File: config.mk
export PLATFORM = sky130hd
export DESIGN_NAME = isc_shadow_ctrl
export DESIGN_NICKNAME = d
export VERILOG_FILES = /design/src/common/isc_pkg.sv /design/src/hdl/isc_shadow_ctrl.sv
export SDC_FILE = /design/constraint.sdc
export NUM_CORES = 1
export LEC_CHECK = 0
export BUFFER_PORTS_ARGS = -buffer_cell sky130_fd_sc_hd__buf_4
export CAP_MARGIN = 20
export CORE_MARGIN = 5
export CORE_UTILIZATION = 40
export DETAILED_ROUTE_END_ITERATION = 12
export PLACE_DENSITY = 0.71
export SLEW_MARGIN = 20
export SYNTH_ARGS = -nofsm -noshare
export SYNTH_HDL_FRONTEND = slang
export SYNTH_SLANG_ARGS = --single-unit
File: constraint.sdc
create_clock -name pclk -period 2.5 [get_ports pclk]
set_input_delay 0 -clock pclk [delete_from_list [all_inputs] [get_ports pclk]]
set_output_delay 0 -clock pclk [all_outputs]
set_load 0.01 [all_outputs]
File: src/common/isc_pkg.sv
// Function
// - Interrupt control bit 22 turns interrupt vector prefetch on or off.
// - Chaining happens only while chain_enable, interrupt control bit 21, is set.
// - Prologue lowers stack by field words for 4..31, by 12 bytes for 0..3.
// - With bit 15 set, prologue and chaining clear base mode, error, exception levels.
// - Automatic prologue runs only while auto_prologue_enable, bit 14, is set.
// - Bit 13 keeps current set stack register, else copies it from previous set.
// - Spacing codes 0,1,2,4,8,16 give 0,32,64,128,256,512 bytes between vectors.
// - Unimplemented bits of all three registers read as zero.
// - Exceptions and non-vectored interrupts use exception set; external vectored use external.
// - Highest set field is read-only and reports the top implemented set number.
// - Controller supplies a set number per request; it is latched and used.
// - Kernel entry on non-vectored exceptions uses the exception shadow set.
// - Entry copies current set to previous; return with error level and boot vector clear restores it.
// - Error-setting exceptions, debug entry, or entry at raised level leave sets unchanged.
// - Current set is read-only, changes on entry and is restored on return.
// - Return does not restore current set while error level or boot vector is set.
// - Software changes current set only through previous set plus exception return.
// - Exception level sets on any exception except reset, soft reset and NMI.
// - Error level sets on reset, soft reset, NMI and cache error exceptions.
package isc_pkg;

  // Register byte offsets
  localparam logic [11:0] OFF_INT_CTRL   = 12'h000;
  localparam logic [11:0] OFF_SET_CTRL   = 12'h004;
  localparam logic [11:0] OFF_LEVEL_STAT = 12'h008;

  // Interrupt control fields
  localparam int ICTL_PREFETCH_BIT = 22;
  localparam int ICTL_CHAIN_BIT    = 21;
  localparam int ICTL_STACK_DECREMENT_WORDS_LSB   = 16;
  localparam int ICTL_CLRLVL_BIT   = 15;
  localparam int ICTL_PROLOGUE_BIT = 14;
  localparam int ICTL_KSTACK_BIT   = 13;
  localparam int ICTL_SPACING_LSB  = 5;
  localparam logic [31:0] ICTL_WMASK = 32'h007fe3e0;
  localparam logic [31:0] ICTL_RESET = 32'h00000000;

  // Shadow set control fields
  localparam int SRS_HIGHEST_LSB  = 26;
  localparam int SRS_EXTERNAL_LSB = 18;
  localparam int SRS_EXCEPT_LSB   = 12;
  localparam int SRS_PREVIOUS_LSB = 6;
  localparam int SRS_CURRENT_LSB  = 0;
  localparam logic [3:0] HIGHEST_SET = 4'h1;
  localparam logic [3:0] SET_RESET   = 4'h0;

  // Level status fields
  localparam int LVL_BOOT_BIT  = 22;
  localparam int LVL_BASE_BIT  = 4;
  localparam int LVL_ERROR_BIT = 2;
  localparam int LVL_EXCPT_BIT = 1;
  localparam logic LVL_BOOT_RESET  = 1'b1;
  localparam logic LVL_ERROR_RESET = 1'b1;

  // Prologue stack decrement
  localparam logic [4:0] STACK_DECREMENT_WORDS_MIN_WORDS = 5'h04;
  localparam logic [6:0] STACK_DECREMENT_WORDS_LOW_BYTES = 7'h0c;

  typedef enum logic [2:0] {
    ISC_EXC_GENERAL   = 3'b000,
    ISC_EXC_RESET     = 3'b001,
    ISC_EXC_SOFT      = 3'b010,
    ISC_EXC_NMI       = 3'b011,
    ISC_EXC_CACHE_ERR = 3'b100
  } isc_exc_kind_e;

  typedef struct packed {
    logic          take;
    logic          is_interrupt;
    isc_exc_kind_e kind;
  } isc_exc_evt_s;

  typedef struct packed {
    logic       valid;
    logic [3:0] shadow_set;
  } isc_eic_req_s;

endpackage : isc_pkg

File: src/hdl/isc_shadow_ctrl.sv
`timescale 1ns/1ps
module isc_shadow_ctrl (
  // Clock and reset
  input  wire logic                  pclk,
  input  wire logic                  presetn,
  // APB slave
  input  wire logic                  psel,
  input  wire logic                  penable,
  input  wire logic                  pwrite,
  input  wire logic [11:0]           paddr,
  input  wire logic [31:0]           pwdata,
  output logic                       pready,
  output logic [31:0]                prdata,
  output logic                       pslverr,
  // Pipeline events
  input  wire isc_pkg::isc_exc_evt_s exc_evt,
  input  wire logic                  debug_entry,
  input  wire logic                  vector_int_flag,
  input  wire logic                  external_ctrl_mode_flag,
  input  wire logic                  exception_return_instr,
  input  wire logic                  chained_return_instr,
  input  wire logic                  prologue_req,
  // External interrupt controller
  input  wire isc_pkg::isc_eic_req_s eic_req,
  // Core controls
  output logic                       vector_prefetch_enable,
  output logic [9:0]                 vector_spacing_bytes,
  output logic                       chain_taken,
  output logic                       prologue_taken,
  output logic [6:0]                 stack_decrement_bytes,
  output logic                       copy_stack_from_prev,
  output logic [3:0]                 prev_set_sel,
  output logic [3:0]                 gpr_bank_sel,
  output logic                       error_level_flag,
  output logic                       exception_level_flag,
  output logic                       base_mode_field
);

  logic [31:0] ictl_reg;
  logic [31:0] ictl_next;
  logic [3:0]  ess_reg;
  logic [3:0]  ess_next;
  logic [3:0]  pss_reg;
  logic [3:0]  pss_next;
  logic [3:0]  css_reg;
  logic [3:0]  css_next;
  logic [3:0]  eic_reg;
  logic        boot_reg;
  logic        boot_next;
  logic        base_reg;
  logic        base_next;
  logic        erl_reg;
  logic        erl_next;
  logic        exl_reg;
  logic        exl_next;
  logic [9:0]  spacing_reg;
  logic        chain_reg;
  logic        prologue_reg;
  logic [6:0]  stack_decrement_words_reg;
  logic        copy_sp_reg;
  logic [3:0]  prev_sel_reg;
  logic        pready_reg;
  logic [31:0] prdata_reg;
  logic        pslverr_reg;

  function automatic logic reg_hit(input logic [11:0] addr, input logic [11:0] off);
    reg_hit = (addr == off);
  endfunction : reg_hit

  // Reserved spacing codes map to zero spacing; behaviour is undefined anyway
  function automatic logic [9:0] spacing_decode(input logic [4:0] code);
    case (code)
      5'h00:   spacing_decode = 10'h000;
      5'h01:   spacing_decode = 10'h020;
      5'h02:   spacing_decode = 10'h040;
      5'h04:   spacing_decode = 10'h080;
      5'h08:   spacing_decode = 10'h100;
      5'h10:   spacing_decode = 10'h200;
      default: spacing_decode = 10'h000;
    endcase
  endfunction : spacing_decode

  // Register access decode
  wire        setup_ph   = psel & ~penable;
  wire        wr_access  = psel & penable & pwrite;
  wire        hit_ictl   = reg_hit(paddr, isc_pkg::OFF_INT_CTRL);
  wire        hit_srs    = reg_hit(paddr, isc_pkg::OFF_SET_CTRL);
  wire        hit_lvl    = reg_hit(paddr, isc_pkg::OFF_LEVEL_STAT);
  wire        mapped     = hit_ictl | hit_srs | hit_lvl;
  wire        wr_ictl    = wr_access & hit_ictl;
  wire        wr_srs     = wr_access & hit_srs;
  wire        wr_lvl     = wr_access & hit_lvl;

  // Interrupt control fields
  wire        f_chain    = ictl_reg[isc_pkg::ICTL_CHAIN_BIT];
  wire [4:0]  f_stack_decrement_words   = ictl_reg[isc_pkg::ICTL_STACK_DECREMENT_WORDS_LSB +: 5];
  wire        f_clrlvl   = ictl_reg[isc_pkg::ICTL_CLRLVL_BIT];
  wire        f_prologue = ictl_reg[isc_pkg::ICTL_PROLOGUE_BIT];
  wire        f_kstack   = ictl_reg[isc_pkg::ICTL_KSTACK_BIT];
  wire [4:0]  f_spacing  = ictl_reg[isc_pkg::ICTL_SPACING_LSB +: 5];

  // Exception entry classification
  wire        exc_sets_erl = exc_evt.take & (exc_evt.kind != isc_pkg::ISC_EXC_GENERAL);
  wire        exc_sets_exl = exc_evt.take &
                             (exc_evt.kind != isc_pkg::ISC_EXC_RESET) &
                             (exc_evt.kind != isc_pkg::ISC_EXC_SOFT) &
                             (exc_evt.kind != isc_pkg::ISC_EXC_NMI);
  // Debug entry is a separate strobe and never touches the sets
  wire        set_update = exc_evt.take & ~exc_sets_erl & ~exl_reg & ~boot_reg
                           & ~erl_reg & ~debug_entry;
  wire        use_eic    = exc_evt.is_interrupt & vector_int_flag
                           & external_ctrl_mode_flag;
  wire [3:0]  entry_set  = use_eic ? eic_reg : ess_reg;
  wire        ret_restore = exception_return_instr & ~erl_reg & ~boot_reg;
  wire        do_prologue = prologue_req & f_prologue;
  wire        do_chain    = chained_return_instr & f_chain;
  wire        lvl_clear   = (do_prologue | do_chain) & f_clrlvl;
  wire [6:0]  stack_decrement_words_bytes = (f_stack_decrement_words < isc_pkg::STACK_DECREMENT_WORDS_MIN_WORDS) ?
                             isc_pkg::STACK_DECREMENT_WORDS_LOW_BYTES : {f_stack_decrement_words, 2'b00};

  // Read data, unimplemented bits as zero
  wire [31:0] rd_ictl = ictl_reg & isc_pkg::ICTL_WMASK;
  wire [31:0] rd_srs  = (32'h00000000
                        | ({28'h0000000, isc_pkg::HIGHEST_SET} << isc_pkg::SRS_HIGHEST_LSB)
                        | ({28'h0000000, eic_reg} << isc_pkg::SRS_EXTERNAL_LSB)
                        | ({28'h0000000, ess_reg} << isc_pkg::SRS_EXCEPT_LSB)
                        | ({28'h0000000, pss_reg} << isc_pkg::SRS_PREVIOUS_LSB)
                        | ({28'h0000000, css_reg} << isc_pkg::SRS_CURRENT_LSB));
  wire [31:0] rd_lvl  = (32'h00000000
                        | ({31'h00000000, boot_reg} << isc_pkg::LVL_BOOT_BIT)
                        | ({31'h00000000, base_reg} << isc_pkg::LVL_BASE_BIT)
                        | ({31'h00000000, erl_reg} << isc_pkg::LVL_ERROR_BIT)
                        | ({31'h00000000, exl_reg} << isc_pkg::LVL_EXCPT_BIT));
  wire [31:0] rd_mux  = hit_ictl ? rd_ictl :
                        hit_srs  ? rd_srs  :
                        hit_lvl  ? rd_lvl  : 32'h00000000;

  // Next values of software-visible state
  always_comb begin
    ictl_next = wr_ictl ? (pwdata & isc_pkg::ICTL_WMASK) : ictl_reg;
    ess_next  = wr_srs ? pwdata[isc_pkg::SRS_EXCEPT_LSB +: 4] : ess_reg;
    pss_next  = wr_srs ? pwdata[isc_pkg::SRS_PREVIOUS_LSB +: 4] : pss_reg;
    css_next  = css_reg;
    if (set_update) begin
      pss_next = css_reg;
      css_next = entry_set;
    end else if (ret_restore) begin
      css_next = pss_reg;
    end
    boot_next = wr_lvl ? pwdata[isc_pkg::LVL_BOOT_BIT] : boot_reg;
    base_next = wr_lvl ? pwdata[isc_pkg::LVL_BASE_BIT] : base_reg;
    erl_next  = wr_lvl ? pwdata[isc_pkg::LVL_ERROR_BIT] : erl_reg;
    exl_next  = wr_lvl ? pwdata[isc_pkg::LVL_EXCPT_BIT] : exl_reg;
    if (lvl_clear) begin
      base_next = 1'b0;
      erl_next  = 1'b0;
      exl_next  = 1'b0;
    end
    // Hardware set beats any clear in the same cycle
    if (exc_sets_erl) begin
      erl_next = 1'b1;
    end
    if (exc_sets_exl) begin
      exl_next = 1'b1;
    end
  end

  always_ff @(posedge pclk or negedge presetn) begin
    if (!presetn) begin
      ictl_reg <= isc_pkg::ICTL_RESET;
      ess_reg  <= isc_pkg::SET_RESET;
      pss_reg  <= isc_pkg::SET_RESET;
      css_reg  <= isc_pkg::SET_RESET;
    end else begin
      ictl_reg <= ictl_next;
      ess_reg  <= ess_next;
      pss_reg  <= pss_next;
      css_reg  <= css_next;
    end
  end

  // Controller set number is captured with each request
  always_ff @(posedge pclk or negedge presetn) begin
    if (!presetn) begin
      eic_reg <= isc_pkg::SET_RESET;
    end else if (eic_req.valid) begin
      eic_reg <= eic_req.shadow_set;
    end
  end

  always_ff @(posedge pclk or negedge presetn) begin
    if (!presetn) begin
      boot_reg <= isc_pkg::LVL_BOOT_RESET;
      base_reg <= 1'b0;
      erl_reg  <= isc_pkg::LVL_ERROR_RESET;
      exl_reg  <= 1'b0;
    end else begin
      boot_reg <= boot_next;
      base_reg <= base_next;
      erl_reg  <= erl_next;
      exl_reg  <= exl_next;
    end
  end

  // Prologue and chaining strobes to the pipeline
  always_ff @(posedge pclk or negedge presetn) begin
    if (!presetn) begin
      chain_reg    <= 1'b0;
      prologue_reg <= 1'b0;
      stack_decrement_words_reg   <= 7'h00;
      copy_sp_reg  <= 1'b0;
      prev_sel_reg <= isc_pkg::SET_RESET;
    end else begin
      chain_reg    <= do_chain;
      prologue_reg <= do_prologue;
      stack_decrement_words_reg   <= do_prologue ? stack_decrement_words_bytes : 7'h00;
      copy_sp_reg  <= do_prologue & ~f_kstack;
      prev_sel_reg <= pss_reg;
    end
  end

  // Spacing is decoded once per clock so the vector adder sees a flop
  always_ff @(posedge pclk or negedge presetn) begin
    if (!presetn) begin
      spacing_reg <= 10'h000;
    end else begin
      spacing_reg <= spacing_decode(f_spacing);
    end
  end

  // Zero-wait slave: read data is taken in setup, ready stands high
  always_ff @(posedge pclk or negedge presetn) begin
    if (!presetn) begin
      pready_reg  <= 1'b0;
      prdata_reg  <= 32'h00000000;
      pslverr_reg <= 1'b0;
    end else begin
      pready_reg <= 1'b1;
      if (setup_ph) begin
        prdata_reg  <= pwrite ? 32'h00000000 : rd_mux;
        pslverr_reg <= ~mapped;
      end
    end
  end

  assign pready                 = pready_reg;
  assign prdata                 = prdata_reg;
  assign pslverr                = pslverr_reg;
  assign vector_prefetch_enable = ictl_reg[isc_pkg::ICTL_PREFETCH_BIT];
  assign vector_spacing_bytes   = spacing_reg;
  assign chain_taken            = chain_reg;
  assign prologue_taken         = prologue_reg;
  assign stack_decrement_bytes  = stack_decrement_words_reg;
  assign copy_stack_from_prev   = copy_sp_reg;
  assign prev_set_sel           = prev_sel_reg;
  assign gpr_bank_sel           = css_reg;
  assign error_level_flag       = erl_reg;
  assign exception_level_flag   = exl_reg;
  assign base_mode_field        = base_reg;

endmodule : isc_shadow_ctrl

==> results.py <==
metrics = {
    "synthesis": {
        "ys_warn_count": 0,
        "async_reset_ff_share_pct": 100,
        "ys_ff_latch": 76,
        "synth.distinct_cells": 40,
        "ys_seq_area_share_pct": 58.1,
        "syn_area_sq_mm": 0.00328,
        "synth.avg_cell_area_sq_um": 12.4,
        "synth_edf_count": 0,
        "synth-main-ff-cell": "dfrtp_1",
        "synthCells": 264,
    },
    "route": {
        "wire_per_inst_um": 15.5,
        "wl_mm": 7.97,
        "drt_iter0_drc": 100,
        "vias": 2467,
        "dr.pass1.iters": 4,
        "drcViolationCount": 0,
        "viasPerCell": 4.80,
        "final_antenna_net_count": 0,
    },
    "power": {
        "power.ir.vdd_worst_uv": 274,
        "p_leak_nw": 2.37,
        "power.density_mw_per_mm2": 532,
    },
    "final_layout": {
        "nFillCells": 721,
        "drive_gt1_share_pct": 39.4,
        "diodes": 0,
        "mostFrequentLayoutCells": "buf_4 (106), dfrtp_1 (74), dlygate4sd3_1 (33), mux2_2 (28), mux2i_1 (23)",
        "utilization_pct": 57.6,
        "layout.area.seq_sq_mm": 0.00190,
        "area_growth_pct": 42.3,
        "layout.cells.non_filler": 514,
        "final_nets": 469,
        "final_common_cell": "buf_4",
        "multi_input_area_sq_mm": 0.00124,
        "largest_register_ffs": 22,
    },
    "worst_setup_path": {
        "worst_path_largest_cell_delay_ns": 0.56,
        "critPathBufInv": 4,
        "crit_path_top_delay_cell": "dlygate4sd3_1",
        "startpoint_type": "primary input",
        "path_class": "in2reg",
        "cp_data_required_time_ns": 2.72,
        "path_max_fanout": 4,
        "crit_cells": 8,
        "critPathCaptureType": "flip-flop",
        "crit_chain": "dlygate4sd3_1, buf_4, nand3_1, nor4_1, buf_4, mux2i_1, o21ai_0, dlygate4sd3_1",
        "worstPathArrival_ns": 2.14,
        "rr_worst_depth": 5,
        "critPathTopFamily": "buffers and inverters",
    },
    "timing": {
        "worst_pin_slew_ns": 0.921,
        "finalSetupViolations": 0,
        "hold_viol_final": 0,
        "clock.fmax_ghz": 0.522,
        "tns_ns": 0,
        "fin_crit_ns": 1.92,
        "slew_headroom_pct": 38.6,
        "rsz0062_at_grt": "false",
        "drv_slew": 0,
        "finalCritPeriodShare_pct": 76.6,
        "skew_ns": 0.00612,
    },
    "floorplanning": {
        "rows": 33,
        "fp.dieH_um": 101,
        "initial_utilization_pct": 40.5,
        "dieWidth_um": 101,
        "die_area_sq_mm": 0.0101,
        "fp.coreArea_sq_mm": 0.00809,
        "ios": 131,
    },
    "clock_tree": {
        "cts_root_buf": "clkbuf_8",
        "cts_buffers": 9,
        "clock_path_buffers": 2,
        "path_clk_slew_ns": 0.07,
        "worst_skew_pair.late_latency_ns": 0.34,
        "cts_sinks": 76,
        "tritoncts": "done",
        "h-tree-depth": 3,
    },
    "global_route": {
        "grt_pass1_vias": 2546,
        "grt_max_degree": 77,
        "grt.total_usage_pct": 16.3,
        "grt_pass1_wl_mm": 12.8,
        "antenna_found_initial": 0,
        "grt_overflow": 0,
    },
    "worst_hold_path": {
        "hp-class": "in2reg",
        "holdPathStages": 3,
    },
    "status": {
        "outcome": "completed",
    },
    "placement": {
        "dp.cells": 465,
        "dp_hpwl_mm": 5.70,
        "io_buffers": 100,
        "gp_congestion": 0.780,
    },
    "flow_run": {
        "max_cap_violations": 0,
    },
}
worst reg2reg max path, cell delays in order, from the launching register on:
cell and delay (ns):
dfrtp_1 0.43, nand2_1 0.16, inv_1 0.10, o21a_1 0.22
o21ai_0 0.15, dlygate4sd3_1 0.56
Yosys cell counts, drive strengths merged, types with 4 or more instances:
master  number  share of area, %
a21oi        9               1.4
a22o         7               1.9
and2         4              0.76
and3         5              0.95
buf         21               4.6
clkbuf       6              0.73
dfrtp       74                57
inv          4              0.46
mux2        28               9.6
mux2i       23               7.0
nand2       13               1.5
nor2        22               2.5
o21ai       14               2.1
or4          5               1.4
routing by layer:
| metal | vias to the layer above | track usage, % | wire, um |
|---|---|---|---|
| li1 | 1176 | - | - |
| met1 | 1198 | 21.2 | 3320 |
| met2 | 82 | 27.0 | 4100 |
| met3 | 11 | 2.49 | 419 |
| met4 | 0 | 7.15 | 129 |
| met5 | - | 0 | 0 |
kinds of logic after synthesis:
family	count (synthesis)	share of synthesized area (%)
AO/OA/AOI/OAI	36	6.87
AND/OR/NAND/NOR	68	12.3
buffers and inverters	31	5.80
flip-flops	76	58.1
multiplexers	51	16.6
other	2	0.229
repair_timing:
action | 4_1_cts | 5_1_grt
resized for setup | 0 | 0
setup buffers | 0 | 0
hold endpoints to repair | 113 | 0
hold buffers | 33 | 0
metrics by stage:
| stage | total power [mW] | setup WS (ns) | area, sq um | hold slack, ns |
|---|---|---|---|---|
| 2_1_floorplan | 1.35 | 0.387 | 3340 | -0.296 |
| 3_3_place_gp | 1.43 | 0.290 | 4110 | 0.192 |
| 3_5_place_dp | 1.43 | 0.274 | 4110 | 0.198 |
| 4_1_cts | 2.50 | 0.592 | 4660 | 0.0110 |
| 5_1_grt | 2.58 | 0.482 | 4660 | 0.0584 |
| 6_report | 2.48 | 0.584 | 4660 | 0.0328 |
worst paths after layout:
path	end	slack [ns]	from
worst min register to register	prev_set_sel[0]	0.45	pss_reg[0]
worst max-delay path	exception_level_flag	0.58	pwrite
min in group asynchronous	stack_decrement_bytes[6]	0.35	presetn
worst min-delay path	pslverr	0.03	paddr[3]
worst max register to register	exception_level_flag	0.83	ictl_reg[14]
max in group asynchronous	prdata[12]	1.56	presetn
where the power goes:
part,internal (mW),switching [mW],leakage [nW]
Sequential,1.24,0.0105,1.03
Clock,0.587,0.440,0.105
Combinational,0.112,0.0903,1.24
Total,1.94,0.541,2.37
cell type report:
type                    instances  share of cell area [%]
repair buffers                140                    24.6
flip-flops and latches         76                    40.8
multi-input cells             173                    26.6
clock buffers                  10                    2.95
inverters                       4                   0.322
clock inverters                 6                    1.88
well taps                     105                    2.82
Note: power is estimated with default switching activity, not from simulation.
